[src/rtl/fcc_map.vh]
/*
 * Constants for the flash command controller: bus cycle timing, command
 * codes, unlock addresses, status bit positions and user-side opcodes.
 * Assumes a 125 MHz controller clock (8 ns period).
 */
`ifndef FCC_MAP_VH
`define FCC_MAP_VH

// Clock period in ns
`define FCC_CLK_NS 8
// Bus strobe low time in ns, rounded up to whole cycles
`define FCC_STROBE_NS 100
`define FCC_STROBE_CYC ((`FCC_STROBE_NS + `FCC_CLK_NS - 1) / `FCC_CLK_NS)
// Bus idle time between strobes in ns
`define FCC_IDLE_NS 40
`define FCC_IDLE_CYC ((`FCC_IDLE_NS + `FCC_CLK_NS - 1) / `FCC_CLK_NS)
// Hardware reset pulse width in ns
`define FCC_RST_NS 500
`define FCC_RST_CYC ((`FCC_RST_NS + `FCC_CLK_NS - 1) / `FCC_CLK_NS)

// Unlock cycle addresses (word mode) and data
`define FCC_UNLOCK_A1 20'h00555
`define FCC_UNLOCK_A2 20'h002aa
`define FCC_UNLOCK_D1 16'h00aa
`define FCC_UNLOCK_D2 16'h0055
// Command codes
`define FCC_CMD_PROG 16'h00a0
`define FCC_CMD_ERASE 16'h0080
`define FCC_CMD_CHIP 16'h0010
`define FCC_CMD_SECT 16'h0030
`define FCC_CMD_BYPASS 16'h0020
`define FCC_CMD_BYP_EXIT1 16'h0090
`define FCC_CMD_BYP_EXIT2 16'h0000
`define FCC_CMD_SUSPEND 16'h00b0
`define FCC_CMD_RESUME 16'h0030
`define FCC_CMD_RESET 16'h00f0

// Status bit positions on the data lines
`define FCC_POLL_BIT 7
`define FCC_ALT_BIT 6

// Opcodes on the user side
`define FCC_OP_READ 3'h0
`define FCC_OP_PROG 3'h1
`define FCC_OP_CHIP 3'h2
`define FCC_OP_SECT 3'h3
`define FCC_OP_SUSP 3'h4
`define FCC_OP_RESUME 3'h5
`define FCC_OP_BYP_ON 3'h6
`define FCC_OP_BYP_OFF 3'h7

`endif

[src/rtl/fcc_bus_cycle.v]
/*
 * One bus cycle on the flash pins: drives address, strobes and data for a
 * read or a write and returns read data.
 * Assumes data_lines input is already synchronised by the caller.
 */
`timescale 1ns/1ns
`include "fcc_map.vh"

module fcc_bus_cycle #(
	parameter ADDR_W = 20
) (
	input wire clock_in,
	input wire reset_n_in,
	input wire start_in,
	input wire write_in,
	input wire [ADDR_W-1:0] addr_in,
	input wire [15:0] wdata_in,
	input wire [15:0] pin_data_in,
	output reg busy_out,
	output reg done_out,
	output reg [15:0] rdata_out,
	output reg [ADDR_W-1:0] pin_addr_out,
	output reg [15:0] pin_data_out,
	output reg pin_data_oe_n_out,
	output reg chip_sel_n_out,
	output reg write_n_out,
	output reg read_n_out
);

localparam ST_IDLE = 3'b001;
localparam ST_STROBE = 3'b010;
localparam ST_GAP = 3'b100;

reg [2:0] state;
reg [7:0] count;
reg is_write;

////////////////////////////////////////////////////////////////////////
// Strobe low for a fixed time, then an idle gap so no two drivers meet
always @(posedge clock_in or negedge reset_n_in) begin
	if (!reset_n_in) begin
		state <= ST_IDLE;
		count <= 8'h00;
		is_write <= 1'b0;
		busy_out <= 1'b0;
		done_out <= 1'b0;
		rdata_out <= 16'h0000;
		pin_addr_out <= {ADDR_W{1'b0}};
		pin_data_out <= 16'h0000;
		pin_data_oe_n_out <= 1'b1;
		chip_sel_n_out <= 1'b1;
		write_n_out <= 1'b1;
		read_n_out <= 1'b1;
	end else begin
		done_out <= 1'b0;
		case (state)
		ST_IDLE: begin
			if (start_in) begin
				busy_out <= 1'b1;
				is_write <= write_in;
				pin_addr_out <= addr_in;
				pin_data_out <= wdata_in;
				pin_data_oe_n_out <= ~write_in;
				chip_sel_n_out <= 1'b0;
				write_n_out <= ~write_in;
				read_n_out <= write_in;
				count <= 8'h00;
				state <= ST_STROBE;
			end
		end
		ST_STROBE: begin
			count <= count + 8'h01;
			if (count == (`FCC_STROBE_CYC - 1)) begin
				if (!is_write)
					rdata_out <= pin_data_in;
				chip_sel_n_out <= 1'b1;
				write_n_out <= 1'b1;
				read_n_out <= 1'b1;
				count <= 8'h00;
				state <= ST_GAP;
			end
		end
		ST_GAP: begin
			// Data held one gap past the write strobe rise for hold time
			count <= count + 8'h01;
			if (count == (`FCC_IDLE_CYC - 1)) begin
				pin_data_oe_n_out <= 1'b1;
				busy_out <= 1'b0;
				done_out <= 1'b1;
				state <= ST_IDLE;
			end
		end
		default: state <= ST_IDLE;
		endcase
	end
end

endmodule

[src/rtl/fcc_controller.v]
/*
 * Host-side controller for a parallel flash: takes user operations, issues
 * the flash command sequences over the pins and polls completion.
 * Assumes one flash on the pins; the data bus wire is resolved outside.
 *
// How it works
// Device array is byte- or word-addressed by the width select.
// Word width uses sixteen data lines; byte width uses the low eight.
// Chip select, write and read strobes are active low; no bus contention.
// Commands are plain write cycles into the device command register.
// Device latches address and data of each command write.
// A program sequence starts a self-timed program inside the device.
// Bypass mode programs with two writes instead of four.
// An erase sequence starts the self-timed erase inside the device.
// Erase covers the whole chip or chosen sectors.
// Completion shows on the done pin, poll bit and alternating bit.
// After completion the device serves reads and takes new commands.
// Erasing one sector leaves the others intact.
// Device rejects writes during low supply.
// Protected sectors refuse program and erase.
// Erase may be suspended indefinitely, then resumed.
// Hardware reset aborts operations and returns to array read.
// Device sleeps itself when addresses stay stable.
// Host may put the device in standby by its controls.
// Byte-mode sector map: boot sectors plus fifteen 64 KB sectors.
// During an operation reads of the affected area return status.
 */
`timescale 1ns/1ns
`include "fcc_map.vh"

module fcc_controller #(
	parameter ADDR_W = 20
) (
	input wire clock_in,
	input wire reset_n_in,
	input wire op_valid_in,
	input wire [2:0] op_code_in,
	input wire [ADDR_W-1:0] op_addr_in,
	input wire [15:0] op_data_in,
	input wire byte_mode_in,
	input wire [15:0] data_lines_in,
	input wire operation_done_pin_in,
	output reg op_ready_out,
	output reg op_done_out,
	output reg op_error_out,
	output reg [15:0] rd_data_out,
	output reg [ADDR_W-1:0] flash_addr_out,
	output reg [15:0] data_lines_out,
	output reg data_lines_oe_n_out,
	output reg chip_sel_n_out,
	output reg write_n_out,
	output reg read_n_out,
	output reg byte_n_out,
	output reg flash_reset_n_out
);

localparam ST_RESET = 6'b000001;
localparam ST_IDLE = 6'b000010;
localparam ST_SEQ = 6'b000100;
localparam ST_WAIT = 6'b001000;
localparam ST_POLL = 6'b010000;
localparam ST_FINISH = 6'b100000;

reg [5:0] state;
reg [7:0] rst_count;
reg [2:0] op;
reg [2:0] step;
reg [2:0] last_step;
reg bypass;
reg pend;
reg [ADDR_W-1:0] op_addr;
reg [15:0] op_data;
reg have_prev;
reg [15:0] prev_read;
reg [15:0] din_meta;
reg [15:0] din_sync;
reg rb_meta;
reg rb_sync;
reg cyc_start;
reg cyc_write;
reg [ADDR_W-1:0] cyc_addr;
reg [15:0] cyc_wdata;
wire cyc_busy;
wire cyc_done;
wire [15:0] cyc_rdata;
wire [ADDR_W-1:0] pin_addr;
wire [15:0] pin_data;
wire pin_oe_n;
wire pin_cs_n;
wire pin_we_n;
wire pin_oe_rd_n;
reg [15:0] next_wdata;
reg [ADDR_W-1:0] next_addr;

////////////////////////////////////////////////////////////////////////
// Two-stage synchronisers for the data lines and the done pin
always @(posedge clock_in or negedge reset_n_in) begin
	if (!reset_n_in) begin
		din_meta <= 16'h0000;
		din_sync <= 16'h0000;
		rb_meta <= 1'b0;
		rb_sync <= 1'b0;
	end else begin
		din_meta <= data_lines_in;
		din_sync <= din_meta;
		rb_meta <= operation_done_pin_in;
		rb_sync <= rb_meta;
	end
end

fcc_bus_cycle #(.ADDR_W(ADDR_W)) u_cycle (
	.clock_in(clock_in),
	.reset_n_in(reset_n_in),
	.start_in(cyc_start),
	.write_in(cyc_write),
	.addr_in(cyc_addr),
	.wdata_in(cyc_wdata),
	.pin_data_in(din_sync),
	.busy_out(cyc_busy),
	.done_out(cyc_done),
	.rdata_out(cyc_rdata),
	.pin_addr_out(pin_addr),
	.pin_data_out(pin_data),
	.pin_data_oe_n_out(pin_oe_n),
	.chip_sel_n_out(pin_cs_n),
	.write_n_out(pin_we_n),
	.read_n_out(pin_oe_rd_n)
);

////////////////////////////////////////////////////////////////////////
// Pins come from flops; chip select high between cycles gives standby
always @(posedge clock_in or negedge reset_n_in) begin
	if (!reset_n_in) begin
		flash_addr_out <= {ADDR_W{1'b0}};
		data_lines_out <= 16'h0000;
		data_lines_oe_n_out <= 1'b1;
		chip_sel_n_out <= 1'b1;
		write_n_out <= 1'b1;
		read_n_out <= 1'b1;
	end else begin
		flash_addr_out <= pin_addr;
		// Byte width drives the upper lines low
		data_lines_out <= byte_mode_in ? {8'h00, pin_data[7:0]} : pin_data;
		data_lines_oe_n_out <= pin_oe_n;
		chip_sel_n_out <= pin_cs_n;
		write_n_out <= pin_we_n;
		read_n_out <= pin_oe_rd_n;
	end
end

////////////////////////////////////////////////////////////////////////
// Command sequence table: address and data of each step per operation
always @* begin
	next_addr = op_addr;
	next_wdata = op_data;
	last_step = 3'd0;
	case (op)
	`FCC_OP_PROG: begin
		if (bypass) begin
			// Bypass: command then data, two writes
			last_step = 3'd1;
			if (step == 3'd0)
				next_wdata = `FCC_CMD_PROG;
		end else begin
			last_step = 3'd3;
			case (step)
			3'd0: begin next_addr = `FCC_UNLOCK_A1; next_wdata = `FCC_UNLOCK_D1; end
			3'd1: begin next_addr = `FCC_UNLOCK_A2; next_wdata = `FCC_UNLOCK_D2; end
			3'd2: begin next_addr = `FCC_UNLOCK_A1; next_wdata = `FCC_CMD_PROG; end
			default: next_addr = op_addr;
			endcase
		end
	end
	`FCC_OP_CHIP, `FCC_OP_SECT: begin
		last_step = 3'd5;
		case (step)
		3'd0, 3'd3: begin next_addr = `FCC_UNLOCK_A1; next_wdata = `FCC_UNLOCK_D1; end
		3'd1, 3'd4: begin next_addr = `FCC_UNLOCK_A2; next_wdata = `FCC_UNLOCK_D2; end
		3'd2: begin next_addr = `FCC_UNLOCK_A1; next_wdata = `FCC_CMD_ERASE; end
		default: begin
			// Sector erase names the sector by its address
			if (op == `FCC_OP_CHIP) begin
				next_addr = `FCC_UNLOCK_A1;
				next_wdata = `FCC_CMD_CHIP;
			end else
				next_wdata = `FCC_CMD_SECT;
		end
		endcase
	end
	`FCC_OP_SUSP: next_wdata = `FCC_CMD_SUSPEND;
	`FCC_OP_RESUME: next_wdata = `FCC_CMD_RESUME;
	`FCC_OP_BYP_ON: begin
		last_step = 3'd2;
		case (step)
		3'd0: begin next_addr = `FCC_UNLOCK_A1; next_wdata = `FCC_UNLOCK_D1; end
		3'd1: begin next_addr = `FCC_UNLOCK_A2; next_wdata = `FCC_UNLOCK_D2; end
		default: begin next_addr = `FCC_UNLOCK_A1; next_wdata = `FCC_CMD_BYPASS; end
		endcase
	end
	`FCC_OP_BYP_OFF: begin
		last_step = 3'd1;
		next_wdata = (step == 3'd0) ? `FCC_CMD_BYP_EXIT1 : `FCC_CMD_BYP_EXIT2;
	end
	default: last_step = 3'd0;
	endcase
	// Byte width doubles unlock addresses, as in a real part, unless one equals the target address, which is kept as given
	if (byte_mode_in && next_addr != op_addr)
		next_addr = {next_addr[ADDR_W-2:0], 1'b0};
end

////////////////////////////////////////////////////////////////////////
// Main sequencer
always @(posedge clock_in or negedge reset_n_in) begin
	if (!reset_n_in) begin
		state <= ST_RESET;
		rst_count <= 8'h00;
		op <= `FCC_OP_READ;
		step <= 3'd0;
		bypass <= 1'b0;
		pend <= 1'b0;
		op_addr <= {ADDR_W{1'b0}};
		op_data <= 16'h0000;
		have_prev <= 1'b0;
		prev_read <= 16'h0000;
		cyc_start <= 1'b0;
		cyc_write <= 1'b0;
		cyc_addr <= {ADDR_W{1'b0}};
		cyc_wdata <= 16'h0000;
		op_ready_out <= 1'b0;
		op_done_out <= 1'b0;
		op_error_out <= 1'b0;
		rd_data_out <= 16'h0000;
		byte_n_out <= 1'b1;
		flash_reset_n_out <= 1'b0;
	end else begin
		cyc_start <= 1'b0;
		op_done_out <= 1'b0;
		byte_n_out <= ~byte_mode_in;
		case (state)
		ST_RESET: begin
			// Pulse the device reset to abort anything and return to reads
			flash_reset_n_out <= 1'b0;
			bypass <= 1'b0;
			rst_count <= rst_count + 8'h01;
			if (rst_count == (`FCC_RST_CYC - 1)) begin
				flash_reset_n_out <= 1'b1;
				op_ready_out <= 1'b1;
				state <= ST_IDLE;
			end
		end
		ST_IDLE: begin
			if (op_valid_in) begin
				op_ready_out <= 1'b0;
				op <= op_code_in;
				op_addr <= op_addr_in;
				op_data <= op_data_in;
				step <= 3'd0;
				have_prev <= 1'b0;
				op_error_out <= 1'b0;
				pend <= 1'b1;
				state <= ST_SEQ;
			end
		end
		ST_SEQ: begin
			if (pend && !cyc_busy && !cyc_start) begin
				pend <= 1'b0;
				cyc_start <= 1'b1;
				cyc_write <= (op != `FCC_OP_READ);
				cyc_addr <= next_addr;
				cyc_wdata <= next_wdata;
			end else if (cyc_done) begin
				if (step != last_step) begin
					step <= step + 3'd1;
					pend <= 1'b1;
				end else if (op == `FCC_OP_READ) begin
					rd_data_out <= byte_mode_in ? {8'h00, cyc_rdata[7:0]} : cyc_rdata;
					state <= ST_FINISH;
				end else begin
					if (op == `FCC_OP_BYP_ON)
						bypass <= 1'b1;
					if (op == `FCC_OP_BYP_OFF)
						bypass <= 1'b0;
					if (op == `FCC_OP_PROG || op == `FCC_OP_CHIP ||
						op == `FCC_OP_SECT || op == `FCC_OP_RESUME)
						state <= ST_WAIT;
					else
						state <= ST_FINISH;
				end
			end
		end
		ST_WAIT: begin
			// Status read of the target: poll bit and alternating bit
			if (!cyc_busy && !cyc_start) begin
				cyc_start <= 1'b1;
				cyc_write <= 1'b0;
				cyc_addr <= op_addr;
				state <= ST_POLL;
			end
		end
		ST_POLL: begin
			if (cyc_done) begin
				have_prev <= 1'b1;
				prev_read <= cyc_rdata;
				// Done when pin shows ready and the alternating bit has stopped
				if (have_prev && rb_sync &&
					cyc_rdata[`FCC_ALT_BIT] == prev_read[`FCC_ALT_BIT]) begin
					// Program must read back bit 7 of its data; erase and resume must read bit 7 as one
					if (op == `FCC_OP_PROG)
						op_error_out <= cyc_rdata[`FCC_POLL_BIT] != op_data[`FCC_POLL_BIT];
					else
						op_error_out <= ~cyc_rdata[`FCC_POLL_BIT];
					state <= ST_FINISH;
				end else
					state <= ST_WAIT;
			end
		end
		ST_FINISH: begin
			op_done_out <= 1'b1;
			op_ready_out <= 1'b1;
			state <= ST_IDLE;
		end
		default: state <= ST_RESET;
		endcase
	end
end

endmodule

[config.mk]
export PLATFORM = sky130hd
export DESIGN_NAME = fcc_controller
export DESIGN_NICKNAME = d
export VERILOG_FILES = /design/src/rtl/fcc_bus_cycle.v /design/src/rtl/fcc_controller.v
export VERILOG_INCLUDE_DIRS = /design/src /design/src/rtl
export SDC_FILE = /design/constraint.sdc
export NUM_CORES = 1
export LEC_CHECK = 0
export ABC_CLOCK_PERIOD_IN_PS = 6000
export BUFFER_PORTS_ARGS = -buffer_cell sky130_fd_sc_hd__buf_2
export CORE_AREA = 4 4 184 115
export DETAILED_ROUTE_END_ITERATION = 12
export DIE_AREA = 0 0 188 119
export PLACE_DENSITY = 0.75
export SLEW_MARGIN = 25
export SYNTH_ARGS = -nofsm -noshare
export SYNTH_HDL_FRONTEND = slang
export SYNTH_SLANG_ARGS = --single-unit
[constraint.sdc]
create_clock -name clock_in -period 6 [get_ports clock_in]
set_input_delay 0.6 -clock clock_in [delete_from_list [all_inputs] [get_ports clock_in]]
set_output_delay 0.6 -clock clock_in [all_outputs]
set_load 0.03 [all_outputs]
After elaboration in Yosys (flattened, before gate mapping)
Index checks and enable logic that the tools add are counted.
{ "classes": {"mux": 88, "n_reduce_logical": 45, "addsub": 3, "n_eq_ne": 44, "n_bitwise": 6} }
{ "ops": {"columns": ["operator", "n"], "rows": [
  ["20-bit one-hot mux with 2 select lines", 3],
  ["20-bit 2-to-1 mux", 5],
  ["16-bit one-hot mux with 6 select lines", 1],
  ["6-bit 2-to-1 mux", 11],
  ["16-bit 2-to-1 mux", 4],
  ["20-bit one-hot mux with 3 select lines", 1],
  ["16-bit one-hot mux with 3 select lines", 1],
  ["8-bit one-hot mux with 3 select lines", 2],
  ["6-bit one-hot mux with 6 select lines", 1],
  ["1-bit 2-to-1 mux", 31],
  ["8-bit 2-to-1 mux", 3],
  ["1-bit one-hot mux with 2 select lines", 11],
  ["3-bit 2-to-1 mux", 7],
  ["3-bit AND reduction", 7],
  ["2-bit != test (second input constant)", 10],
  ["20-bit != test", 1],
  ["3-bit equality test (second input constant)", 6],
  ["8-bit by 1-bit adder with 8-bit output (second input constant)", 2],
  ["8-bit one-hot mux with 2 select lines", 1],
  ["3-bit by 2-bit equality test with 1-bit output (second input constant)", 5],
  ["3-bit one-hot mux with 4 select lines", 1],
  ["2-bit nonzero test", 6],
  ["11-bit 2-to-1 mux", 1],
  ["2-bit AND reduction", 5],
  ["other kinds (33)", 60]
]} }
{ "totals": {"inputBits": 60, "regBits": 269, "wordCells": 228, "output_inout_bits": 61} }

Logic depth before layout (Yosys ltp)
Gate-level depths: netlist of run 1.
{ "depth": {"word_depth": 10, "depth_mapped": 13} }

Hierarchy
A second synthesis of run 1 with hierarchy kept.
{ "unflattened": {"cells_unflattened": 927, "area_unflattened_um2": 10702.8} }
{ "modules_own_cells": {"columns": ["mod", "area_each_um2", "cells_per_inst", "n_inst", "seq_area_each_um2"], "rows": [
  ["fcc_controller", 7792.5, 644, 1, 4837.1],
  ["fcc_bus_cycle", 2910.3, 283, 1, 1757.9]
]} }

Worst setup path after synthesis of run 1
OpenSTA, ideal clock, no wires.
{ "synth_path": {"path_type": "reg2reg", "start": "register step[2]", "end": "register cyc_addr[11]", "t_required_ns": 5.935, "slack_ns": 3.407, "path_stages_with_launch": 14, "arrival_time_ns": 2.528, "setup_time_ns": 0.065, "cell_sequence": "dfrtp_1 > clkbuf_1 > clkbuf_1 > inv_1 > ha_1 > buf_4 > nand3b_1 > o31ai_1 > a21o_1 > o311ai_1 > o21ai_1 > buf_2 > o21ai_1 > o221a_2"} }
{ "synth_via": {"elab_chain_cells": 10} }
{ "synth_rtl": {"columns": ["item", "line_no", "text"], "rows": [
  ["from (decl)", "fcc_controller.v:67", "reg [2:0] step;"],
  ["from (signal assigned)", "fcc_controller.v:273", "step <= step + 3'd1;"],
  ["3-bit by 2-bit equality test with 1-bit output / 3-bit logical NOT (equally long branches)", "fcc_controller.v:166, fcc_controller.v:176", null],
  ["2-bit OR reduction (no line)", null, null],
  ["20-bit one-hot mux with 2 select lines", "fcc_controller.v:166", "case (step)"],
  ["20-bit 2-to-1 mux", "fcc_controller.v:159", "if (bypass) begin"],
  ["20-bit one-hot mux with 3 select lines (*)", "fcc_controller.v:157", "case (op)"],
  ["20-bit != test", "fcc_controller.v:207", "if (byte_mode_in && next_addr != op_addr)"],
  ["1-bit logical AND", "fcc_controller.v:207", null],
  ["20-bit 2-to-1 mux (*)", "fcc_controller.v:207", null],
  ["20-bit 2-to-1 mux (*)", "fcc_controller.v:265", "if (pend && !cyc_busy && !cyc_start) begin"],
  ["20-bit one-hot mux with 2 select lines (*)", "fcc_controller.v:239", "case (state)"],
  ["to (signal assigned)", "fcc_controller.v:227", "cyc_addr <= {ADDR_W{1'b0}};"],
  ["to (signal assigned)", "fcc_controller.v:269", "cyc_addr <= next_addr;"],
  ["to (signal assigned)", "fcc_controller.v:296", "cyc_addr <= op_addr;"],
  ["to (decl)", "fcc_controller.v:81", "reg [ADDR_W-1:0] cyc_addr;"]
]} }
Mark *: on every way between the ends. The rest lies on a longest branch, timed or not. The select of a mux whose other input is x is not followed.
A chain may end at the register's enable or synchronous reset.

Worst setup path in the final report of run 1
{ "layout_path": {"start": "register step[0]", "end": "register cyc_addr[11]"} }
The elaborated chain is that of the path after synthesis.

==> impl_metrics.env, run 1 <==
export IMPL_post_drt_via_cell_ratio=5.497
export IMPL_synth_edf_count=0
export IMPL_first_global_vias=6774
export IMPL_final_setup_viol_count=0
export IMPL_synth_top_area_share_pct=59.95
export IMPL_wl_per_cell_um=16.82
export IMPL_fin_ws_ns=2.736
export IMPL_min_period_ns=3.264
export IMPL_clkPwrFrac_pct=45.3
export IMPL_status="completed"
export IMPL_core_area_um2=19570
export IMPL_slew_viol_final=0
export IMPL_synth_seq_cells=263
export IMPL_critical_path_max_fanout=12
export IMPL_start_util_pct=53.75
export IMPL_netlist_instances=902
export IMPL_whs_ns=0.03476
export IMPL_cp_start_kind="flop"
export IMPL_drive_above_1_share_pct=20.31
export IMPL_p_int_mw=2.704
export IMPL_synth_area_top_cells="dfrtp_1 60%, nand2_1 5.9%, mux2_1 5.2%"
export IMPL_yosys_warnings=0
export IMPL_power_frac_comb_pct=1.9
export IMPL_grt_max_degree=197
export IMPL_hold_buffers=0
export IMPL_async_flop_share_pct=100.0
export IMPL_max_cap_violations=0
export IMPL_place_hpwl_um=14900
export IMPL_crit_type="flop to flop"
export IMPL_drc_errors=0
export IMPL_cts_sinks=263
export IMPL_die_y_um=119
export IMPL_cts_clk_slew_worst_paths_ns=0.07
export IMPL_cts_setup_buffers=0
export IMPL_syn_area_per_cell_um2=11.66
export IMPL_hold_path_class="primary input to async pin"
export IMPL_num_io_pins=121
export IMPL_synthFlopType="dfrtp_1"
export IMPL_synth_top_area_cell="dfrtp_1"
export IMPL_finalHoldViolCount=0
export IMPL_slew_limit_headroom_pct=36.12
export IMPL_die_w_um=188
export IMPL_synthesis_area_um2=10520
export IMPL_grt_ovfl_total=0
export IMPL_drt_initial_drc_count=574
export IMPL_placed_cells=1254
export IMPL_finalSetupTns_ns=0
export IMPL_design_final_nets=1077
export IMPL_pwr_share_seq_pct=52.9
export IMPL_row_count=40
export IMPL_gp_congestion=0.8979
export IMPL_power_mw=3.382
export IMPL_synth_cell_types=80
export IMPL_pre_cts_ws_ns=2.841
export IMPL_first_pass_iters=5
export IMPL_cts_resized=0
export IMPL_cp_data_arrival_time_ns=3.67
export IMPL_clock_latency_ns=0.51
export IMPL_period_share_pct=54.40
export IMPL_worst_ep_required_time_ns=6.40
export IMPL_ir_worst_vdd_uv=254.3
export IMPL_grt_use_total_pct=19.59
export IMPL_final_common_cell="dfrtp_1"
export IMPL_root_buffer="clkbuf_16"
export IMPL_antenna_found_initial=0
export IMPL_p_leak_nw=6.150
export IMPL_rsz0062_at_grt="no"
export IMPL_p_sw_share_pct=20.04
export IMPL_syn_num_nets=971
export IMPL_fin_util_pct=61.93
export IMPL_final_area_um2=12120
export IMPL_cts_made_buffers=24
export IMPL_placement_io_buffers=120
export IMPL_num_vias=7130
export IMPL_timing_worst_slew_pin_value_ns=0.9494
export IMPL_cts_tree="yes"
export IMPL_diodes=0
export IMPL_cellPowerDensity_nw_per_um2=279.0
export IMPL_place_area_um2=11300
export IMPL_htree_levels=1
export IMPL_stdcell_count=1297
export IMPL_die_area_um2=22370
export IMPL_cts_buffer_depth=3
export IMPL_grt_first_pass_wirelength_um=35980
export IMPL_layout_common_cells="252 x dfrtp_1, 166 x nand2_1, 119 x buf_2, 49 x mux2_1, 46 x o21ai_0"
export IMPL_fin_skew_ns=0.01942
export IMPL_yosysSeqAreaShare_pct=62.70
export IMPL_finalWirelength_um=21810
export IMPL_p_sw_uw=677.5
export IMPL_postRouteAntennaNets=0
export IMPL_syn2layout_area_growth_pct=15.21
export IMPL_fmax_ghz=0.3064
export IMPL_critPathCaptureType="flop"
## power groups by stage
stage | clock network, mW | logic, mW | registers, mW
final | 1.53 | 0.0629 | 1.79
after global routing | 1.65 | 0.0727 | 1.79
after CTS | 1.57 | 0.0635 | 1.79
after detailed placement | 0 | 0.0634 | 1.82
after global placement | 0 | 0.0631 | 1.82
after floorplan | 0 | 0.00247 | 1.82
## worst max-delay path: stages, from the launching register on
cell and delay [ns]:
dfrtp_1 0.45, inv_1 0.11, ha_1 0.35, nor4b_2 0.47
o31ai_1 0.20, a32oi_1 0.26, o32ai_1 0.17, o21ai_1 0.65
o21bai_1 0.23, o221a_2 0.28
## cell type report
class	count	area, um2
timing repair buffer	125	680.7
sequential	263	6595
inverter	15	56.30
tap	273	341.6
fill	1564	7450
multi-input combinational	579	3652
clock inverter	6	86.33
clock buffer	36	706.9
## final timing paths
path                                  start                  endpoint  slack [ns]  depth (start not counted)
min in group clock_in      data_lines_in[6]               din_meta[6]        0.19                          1
min reg2reg                         rb_meta                   rb_sync        0.35                          0
max                                 step[0]              cyc_addr[11]        2.74                          9
min                              reset_n_in        data_lines_out[15]        0.03                          1
max in group asynchronous        reset_n_in  u_cycle.pin_addr_out[12]        4.63                          3
max reg2reg                         step[0]              cyc_addr[11]        2.74                          9
## routing by layer
metal	vias to the layer above	routed length [um]	GRT usage (%)
li1	3340	-	-
met1	3507	10890	31.78
met2	255	8952	26.98
met3	28	1665	4.540
met4	0	304	3.804
met5	-	0	0
## Yosys cell counts (all sizes together) (10+ instances only)
library cell / number
buf: 15
mux2: 66
clkbuf: 30
nand2: 167
nor2: 41
dfstp: 11
o21ai: 62
nand2b: 11
nor2b: 16
nand3: 14
inv: 14
nor3: 10
a22o: 16
or3: 11
dfrtp: 252
a21oi: 26
## cells by family (layout without fill, tap and decap cells)
kind of cell / after synthesis / count (layout) / synth area share, %
adders and majority gates: 9 / 9 / 1.071
DFF: 263 / 263 / 62.70
xor gates and xnor gates: 11 / 11 / 0.9160
and+or+nand+nor: 320 / 320 / 14.61
muxes: 71 / 71 / 7.541
AOI/OAI and AO/OA: 168 / 168 / 10.56
buffers and inverters: 60 / 182 / 2.605
## flip-flops by register name, indices dropped and copies added (netlist names), 20 cells and up
register              cells
cyc_addr                 20
flash_addr_out           20
op_addr                  20
u_cycle.pin_addr_out     20
Power figures use the tool's default switching activity.
==> run 2: changes to the inputs <==
Settings changed: ABC_AREA from default to 1, ABC_CLOCK_PERIOD_IN_PS 6000 to 3000, CORE_AREA 4 4 184 115 to 4 4 190 118, DIE_AREA 0 0 188 119 to 0 0 194 122.
Clock period 6 ns to 3 ns, I/O delays scaled along.
==> run 2 against run 1 <==
  * Worst hold slack lost 0.026 ns
  * Global-route usage grew 3.3 points
  * Clock power grew 100%
  * Design area grew 7.0%
  * Power grew 110%
  * Register-to-register slack lost 2.4 ns
  * Setup slack lost 2.4 ns
  * Sequential share of layout area shrank 3.6 points
  * Synthesized cell count grew 29%
  * Non-clock buffer count grew 50
  * Sequential power grew 100%
  * Critical path type unchanged
==> impl_metrics.env, run 2 <==
export IMPL_cellPowerDensity_nw_per_um2=551.8
export IMPL_synth_edf_count=0
export IMPL_yosysSeqAreaShare_pct=60.94
export IMPL_netlist_instances=1161
export IMPL_cts_tree="yes"
export IMPL_gp_congestion=0.9587
export IMPL_slew_limit_headroom_pct=62.76
export IMPL_min_period_ns=2.692
export IMPL_die_area_um2=23670
export IMPL_place_hpwl_um=18670
export IMPL_slowest_delay_ns=0.43
export IMPL_synthesis_area_um2=10820
export IMPL_post_drt_via_cell_ratio=5.239
export IMPL_path_delay_family="simple AND/OR/NAND/NOR gates"
export IMPL_period_share_pct=89.75
export IMPL_critical_path_max_fanout=11
export IMPL_synthFlopType="dfrtp_1"
export IMPL_ir_worst_vdd_uv=459.6
export IMPL_wl_per_cell_um=16.57
export IMPL_synth_seq_cells=263
export IMPL_p_sw_mw=1.628
export IMPL_fmax_ghz=0.3714
export IMPL_syn2layout_area_growth_pct=19.87
export IMPL_postRouteAntennaNets=0
export IMPL_cp_data_arrival_time_ns=3.09
export IMPL_max_cap_violations=0
export IMPL_synth_top_area_cell="dfrtp_1"
export IMPL_synth_cell_types=46
export IMPL_cts_buffer_depth=3
export IMPL_finalWirelength_um=26830
export IMPL_rsz0062_at_grt="no"
export IMPL_p_sw_share_pct=22.74
export IMPL_synth_area_top_cells="dfrtp_1 58%, nand2_1 12%, inv_1 4.0%"
export IMPL_grt_first_pass_wirelength_um=43990
export IMPL_die_y_um=122
export IMPL_drive_above_1_share_pct=17.33
export IMPL_final_common_cell="nand2_1"
export IMPL_p_int_mw=5.531
export IMPL_crit_type="flop to flop"
export IMPL_synth_top_area_share_pct=58.27
export IMPL_die_w_um=194
export IMPL_synthTopCellsByCount="353 x nand2_1, 252 x dfrtp_1, 114 x inv_1"
export IMPL_async_flop_share_pct=100.0
export IMPL_critPathCaptureType="flop"
export IMPL_worst_ep_required_time_ns=3.40
export IMPL_final_setup_viol_count=0
export IMPL_cp_start_kind="flop"
export IMPL_syn_num_nets=1230
export IMPL_root_buffer="clkbuf_16"
export IMPL_p_leak_nw=6.756
export IMPL_cp_cell_sequence="inv_1 -> ha_1 -> nand2_1 -> nand2_1 -> nor2_1 -> buf_4 -> nand3_2 -> nand3_1 -> nand2_1 -> nor2_1 -> nand2_1 -> nor2_1 -> nand3_2 -> nand3_2 -> nand3_1 -> nand2_1 -> nand2_1"
export IMPL_hold_path_class="primary input to flop"
export IMPL_pwr_share_seq_pct=50.8
export IMPL_first_global_vias=8296
export IMPL_cp_num_buf_inv=2
export IMPL_finalHoldViolCount=0
export IMPL_antenna_found_initial=1
export IMPL_cpMostUsedCell="nand2_1"
export IMPL_yosys_warnings=0
export IMPL_finalSetupTns_ns=0
export IMPL_synth_most_common_cell="nand2_1"
export IMPL_stdcell_count=1619
export IMPL_status="completed"
export IMPL_worst_path_max_delay_cell="dfrtp_1"
export IMPL_first_pass_iters=5
export IMPL_cts_made_buffers=23
export IMPL_placed_cells=1541
export IMPL_cts_sinks=263
export IMPL_start_util_pct=52.22
export IMPL_htree_levels=1
export IMPL_num_io_pins=121
export IMPL_r2r_start="step[1]"
export IMPL_cts_clk_slew_worst_paths_ns=0.07
export IMPL_drt_initial_drc_count=748
export IMPL_power_frac_comb_pct=5.9
export IMPL_design_final_nets=1393
export IMPL_core_area_um2=20720
export IMPL_cts_setup_buffers=0
export IMPL_row_count=41
export IMPL_drc_errors=0
export IMPL_placement_io_buffers=120
export IMPL_grt_ovfl_total=0
export IMPL_timing_worst_slew_pin_value_ns=0.5577
export IMPL_syn_area_per_cell_um2=9.321
export IMPL_num_vias=8482
export IMPL_grt_max_degree=91
export IMPL_critPathLaunch="step[1]"
export IMPL_grt_use_total_pct=22.86
export IMPL_fin_skew_ns=0.01226
export IMPL_hp_start="op_addr_in[4]"
export IMPL_slew_viol_final=0
export IMPL_layout_common_cells="350 x nand2_1, 252 x dfrtp_1, 119 x buf_2, 114 x inv_1, 82 x o21ai_0"
export IMPL_clock_latency_ns=0.51
export IMPL_clkPwrFrac_pct=43.3
==> run 2: cell types whose count changed in the layout (fill, tap and decap cells not counted), sizes merged, moves of 16 or more <==
cell         previous run  this run
a22o                   16         0
nor2b                  16         0
nand3                  14        64
inv                    15       120
nor2                   41        69
a21oi                  26        43
mux2                   66        22
o21ai                  62        93
dlygate4sd3             0        37
nand2                 167       355
==> run 2: logic make-up after synthesis <==
kind of cell / Yosys count / share of synthesized area (%)
DFF: 263 / 60.94
muxes: 22 / 2.289
buffers and inverters: 158 / 5.723
AOI/OAI and AO/OA: 171 / 8.729
adders and majority gates: 9 / 1.041
xor gates and xnor gates: 11 / 0.8903
and+or+nand+nor: 527 / 20.38
==> run 2: worst min-delay path: stages <==
cell and delay, ns:
buf_2 0.07, nand2_1 0.04, o21ai_0 0.06
==> run 2: metal layers <==
metal  track usage, %  up-vias  wire, um  part of all wire (%)
met5                0        -         0                     0
met4            5.048        0       617                   2.3
met3            4.035       51      1873                   7.0
met2            33.57      295     11390                    42
met1            35.89     4062     12950                    48
li1                 -     4074         -                     -
==> run 2: timing repair <==
action | in CTS | in global routing
setup endpoints to repair | 0 | 12
resized for setup | 0 | 9
hold buffers | 37 | 0
hold endpoints to repair | 97 | 0
==> run 2: final timing paths <==
path / to / slack [ns] / cells past startpoint
worst max-delay path: cyc_addr[10] / 0.31 / 17
worst min-delay path: op_addr[4] / 0.008 / 3
worst max register to register: cyc_addr[10] / 0.31 / 17
worst min register to register: din_sync[8] / 0.34 / 0
max in group asynchronous: u_cycle.state[0] / 1.75 / 3
min in group asynchronous: op_data[2] / 0.35 / 2
==> run 2: area by class of cell <==
| class | count | area (um2) |
|---|---|---|
| antenna | 1 | 2.502 |
| clock buffer | 31 | 645.6 |
| clock inverter | 9 | 136.4 |
| fill | 1745 | 7752 |
| inverter | 121 | 454.2 |
| multi-input combinational | 740 | 3661 |
| sequential | 263 | 6595 |
| tap | 279 | 349.1 |
| timing repair buffer | 175 | 1129 |
==> run 2: metrics by stage <==
| step | setup slack (ns) | util [%] | power [mW] | hold WS (ns) | area (um2) |
|---|---|---|---|---|---|
| global placement | 0.2230 | 56.83 | 4.077 | 0.2894 | 11780 |
| detailed placement | 0.1982 | 56.83 | 4.078 | 0.2905 | 11780 |
| floorplan | 0.7390 | - | 3.887 | 0.004409 | 10820 |
| CTS | 0.1743 | 62.39 | 7.194 | 0.00002742 | 12930 |
| global route | 0.05199 | 62.59 | 7.420 | 0.01370 | 12970 |
| finish | 0.3076 | 62.59 | 7.159 | 0.008406 | 12970 |
==> run 2: power by group through the flow <==
stage | Clock [mW] | Combinational (mW) | Sequential (mW)
after detailed placement | 0 | 0.374 | 3.70
after global routing | 3.30 | 0.478 | 3.64
after floorplan | 0 | 0.195 | 3.69
after global placement | 0 | 0.374 | 3.70
after CTS | 3.14 | 0.413 | 3.64
final | 3.10 | 0.421 | 3.64
==> run 3: changes to the inputs <==
Settings changed: CORE_AREA 4 4 190 118 to 4 4 195 121, DIE_AREA 0 0 194 122 to 0 0 199 125, SYNTH_HIERARCHICAL from default to 1.
==> run 3 against run 2 <==
  * Synthesized cell count grew 8.5%
  * Sequential share of layout area shrank 2.1 points
  * Sequential cell count is the same
  * Count of clock-buffer cells in the layout grew 1
  * Clock skew grew 0.0085 ns
  * Via count grew 4.5%
  * Combinational power grew 5%
  * Design area grew 4.4%
  * Register-to-register slack lost 0.08 ns
  * Critical path type unchanged
  * Largest cell class unchanged
==> impl_metrics.env, run 3 <==
export IMPL_max_cap_violations=0
export IMPL_place_hpwl_um=17640
export IMPL_fin_skew_ns=0.02080
export IMPL_synth_edf_count=0
export IMPL_layout_area_seq_um2=6595
export IMPL_drt_initial_drc_count=745
export IMPL_p_sw_mw=1.695
export IMPL_cellPowerDensity_nw_per_um2=546.4
export IMPL_fmax_ghz=0.3611
export IMPL_clkPwrFrac_pct=44.8
export IMPL_pwr_share_seq_pct=49.2
export IMPL_syn_area_per_cell_um2=9.027
export IMPL_hold_path_class="primary input to flop"
export IMPL_grt_max_degree=87
export IMPL_async_flop_share_pct=100.0
export IMPL_worst_ep_required_time_ns=3.46
export IMPL_multiInputGateArea_um2=4036
export IMPL_cts_made_buffers=25
export IMPL_n_fill_cell=1833
export IMPL_diodes=0
export IMPL_grt_ovfl_total=0
export IMPL_cp_data_arrival_time_ns=3.23
export IMPL_synthFlopType="dfrtp_1"
export IMPL_r2r_start="step[0]"
export IMPL_drive_above_1_share_pct=18.67
export IMPL_final_setup_viol_count=0
export IMPL_cts_clk_slew_worst_paths_ns=0.07
export IMPL_whs_endpoint="op_data[7]"
export IMPL_core_area_um2=21760
export IMPL_slew_viol_final=0
export IMPL_p_leak_nw=7.239
export IMPL_whs_ns=0.007335
export IMPL_grt_use_total_pct=21.35
export IMPL_final_common_cell="nand2_1"
export IMPL_finalHoldViolCount=0
export IMPL_cp_start_kind="flop"
export IMPL_postRouteAntennaNets=0
export IMPL_r2r_slack_ns=0.23
export IMPL_critical_path_max_fanout=11
export IMPL_slew_limit_headroom_pct=46.39
export IMPL_finalSetupTns_ns=0
export IMPL_min_period_ns=2.769
export IMPL_wl_per_cell_um=15.17
export IMPL_die_y_um=125
export IMPL_hp_start="op_data_in[7]"
export IMPL_synth_most_common_cell="nand2_1"
export IMPL_hold_depth=3
export IMPL_r2r_end="cyc_addr[1]"
export IMPL_cts_buffer_depth=3
export IMPL_yosys_warnings=6
export IMPL_power_frac_comb_pct=5.9
export IMPL_final_area_um2=13540
export IMPL_first_global_vias=8516
export IMPL_root_buffer="clkbuf_16"
export IMPL_ir_worst_vdd_uv=376.1
export IMPL_design_final_nets=1491
export IMPL_cts_tree="yes"
export IMPL_place_area_um2=12240
export IMPL_syn_num_nets=1329
export IMPL_cts_setup_buffers=0
export IMPL_antenna_found_initial=0
export IMPL_num_io_pins=121
export IMPL_rsz0062_at_grt="no"
export IMPL_fin_ws_ns=0.2306
export IMPL_num_vias=8865
export IMPL_synthTopCellsByCount="420 x nand2_1, 252 x dfrtp_1, 122 x inv_1"
export IMPL_placement_io_buffers=120
export IMPL_synth_area_top_cells="dfrtp_1 55%, nand2_1 14%, inv_1 4.0%"
export IMPL_start_util_pct=52.28
export IMPL_synth_top_area_share_pct=55.45
export IMPL_cts_sinks=263
export IMPL_synth_top_area_cell="dfrtp_1"
export IMPL_period_share_pct=92.31
export IMPL_clock_latency_ns=0.53
export IMPL_p_int_mw=5.704
export IMPL_htree_levels=1
export IMPL_netlist_instances=1260
export IMPL_p_sw_share_pct=22.91
export IMPL_post_drt_via_cell_ratio=5.133
export IMPL_timing_worst_slew_pin_value_ns=0.8030
export IMPL_pre_cts_ws_ns=0.2793
export IMPL_finalWirelength_um=26200
export IMPL_layout_common_cells="420 x nand2_1, 252 x dfrtp_1, 122 x inv_1, 119 x buf_2, 78 x nand3_1"
export IMPL_yosysSeqAreaShare_pct=57.99
export IMPL_row_count=42
export IMPL_synth_cell_types=46
export IMPL_first_pass_iters=8
export IMPL_synthesis_area_um2=11370
export IMPL_critPathCaptureType="flop"
export IMPL_grt_first_pass_wirelength_um=43990
export IMPL_syn2layout_area_growth_pct=19.08
export IMPL_synth_seq_cells=263
export IMPL_drc_errors=0
export IMPL_die_w_um=199
export IMPL_crit_type="flop to flop"
export IMPL_gp_congestion=0.9234
export IMPL_die_area_um2=24880
export IMPL_status="completed"
export IMPL_rr_worst_depth=15
-- run 3: cell count changes after synthesis, moves of 8 or more --
cell      change
o211ai_1      -8
inv_1         +8
mux2i_1       +8
o21ai_1       -9
inv_2        +10
clkbuf_1     -10
nand3_1      +15
nand2_1      +67
o21ai_2      +18
nand2_2      +20
o31ai_1      +10
mux2_2       -22
a21oi_1      -10
-- run 3: area by class of cell --
class / instances / area share (%)
Clock inverter: 14 / 1.256
Tap cell: 286 / 2.642
Inverter: 138 / 3.843
Clock buffer: 32 / 5.183
Multi-Input combinational cell: 820 / 29.80
Sequential cell: 263 / 48.70
Timing Repair Buffer: 174 / 8.574
-- run 3: metrics by stage --
stage          power, mW  utilization, %  std cells
4_1_cts            7.475           62.25       1727
3_5_place_dp       4.102           56.26       1638
5_1_grt            7.676           62.25       1727
6_report           7.399           62.25       1727
2_1_floorplan      3.918               -       1260
3_3_place_gp       4.094           56.26       1638
-- run 3: repair_timing --
| item | in CTS | in global routing |
|---|---|---|
| hold endpoints to repair | 95 | 0 |
| gates resized for setup | 0 | 0 |
| hold buffers | 43 | 0 |
-- run 3: how the worst max path moves through the flow --
stage,startpoint,endpoint,slack (ns),cells past startpoint
floorplan,step[0],cyc_addr[4],0.73,21
global placement,step[0],cyc_addr[1],0.46,15
detailed placement,step[0],cyc_addr[1],0.28,15
CTS,step[0],cyc_addr[1],0.26,15
global route,step[2],cyc_addr[1],0.03,19
finish,step[0],cyc_addr[1],0.23,15
-- run 3: kinds of logic (layout without fill, tap and decap cells) --
group                    after synthesis  count (layout)  synth area share, %
XOR/XNOR                              10              10               0.7700
flip-flops                           263             263                57.99
AO/OA/AOI/OAI                        159             159                8.361
buffers and inverters                177             358                6.590
AND/OR/NAND/NOR                      634             634                24.60
multiplexers                           8               8               0.7041
adder cells (fa/ha/maj)                9               9               0.9901
-- run 3: power groups by stage --
| stage | clock network [mW] | logic [mW] | registers [mW] |
|---|---|---|---|
| floorplan | 0 | 0.224 | 3.69 |
| global route | 3.53 | 0.498 | 3.65 |
| detailed placement | 0 | 0.395 | 3.71 |
| finish | 3.32 | 0.440 | 3.64 |
| CTS | 3.39 | 0.441 | 3.64 |
| global placement | 0 | 0.389 | 3.70 |
-- run 3: layer usage --
metal	track usage (%)	vias to the layer above	wire length, um	part of all wire [%]
met5	0	-	0	0
met4	3.818	0	362	1.4
met3	3.388	33	1592	6.1
met2	32.23	283	11650	44
met1	33.32	4224	12590	48
li1	-	4325	-	-
-- run 3: critical path, stage by stage, from the launching register on --
cell and delay, ns:
dfrtp_1 0.42, inv_1 0.14, ha_1 0.33, o21ai_1 0.40, nand4_1 0.22, nand4_1 0.15
nand2_1 0.06, nor2_1 0.13, nand3_1 0.10, nor2_2 0.10, nand2_2 0.08, nand2_2 0.24
nand2_1 0.11, nand3_1 0.10, nand2_1 0.07, nand2_1 0.05
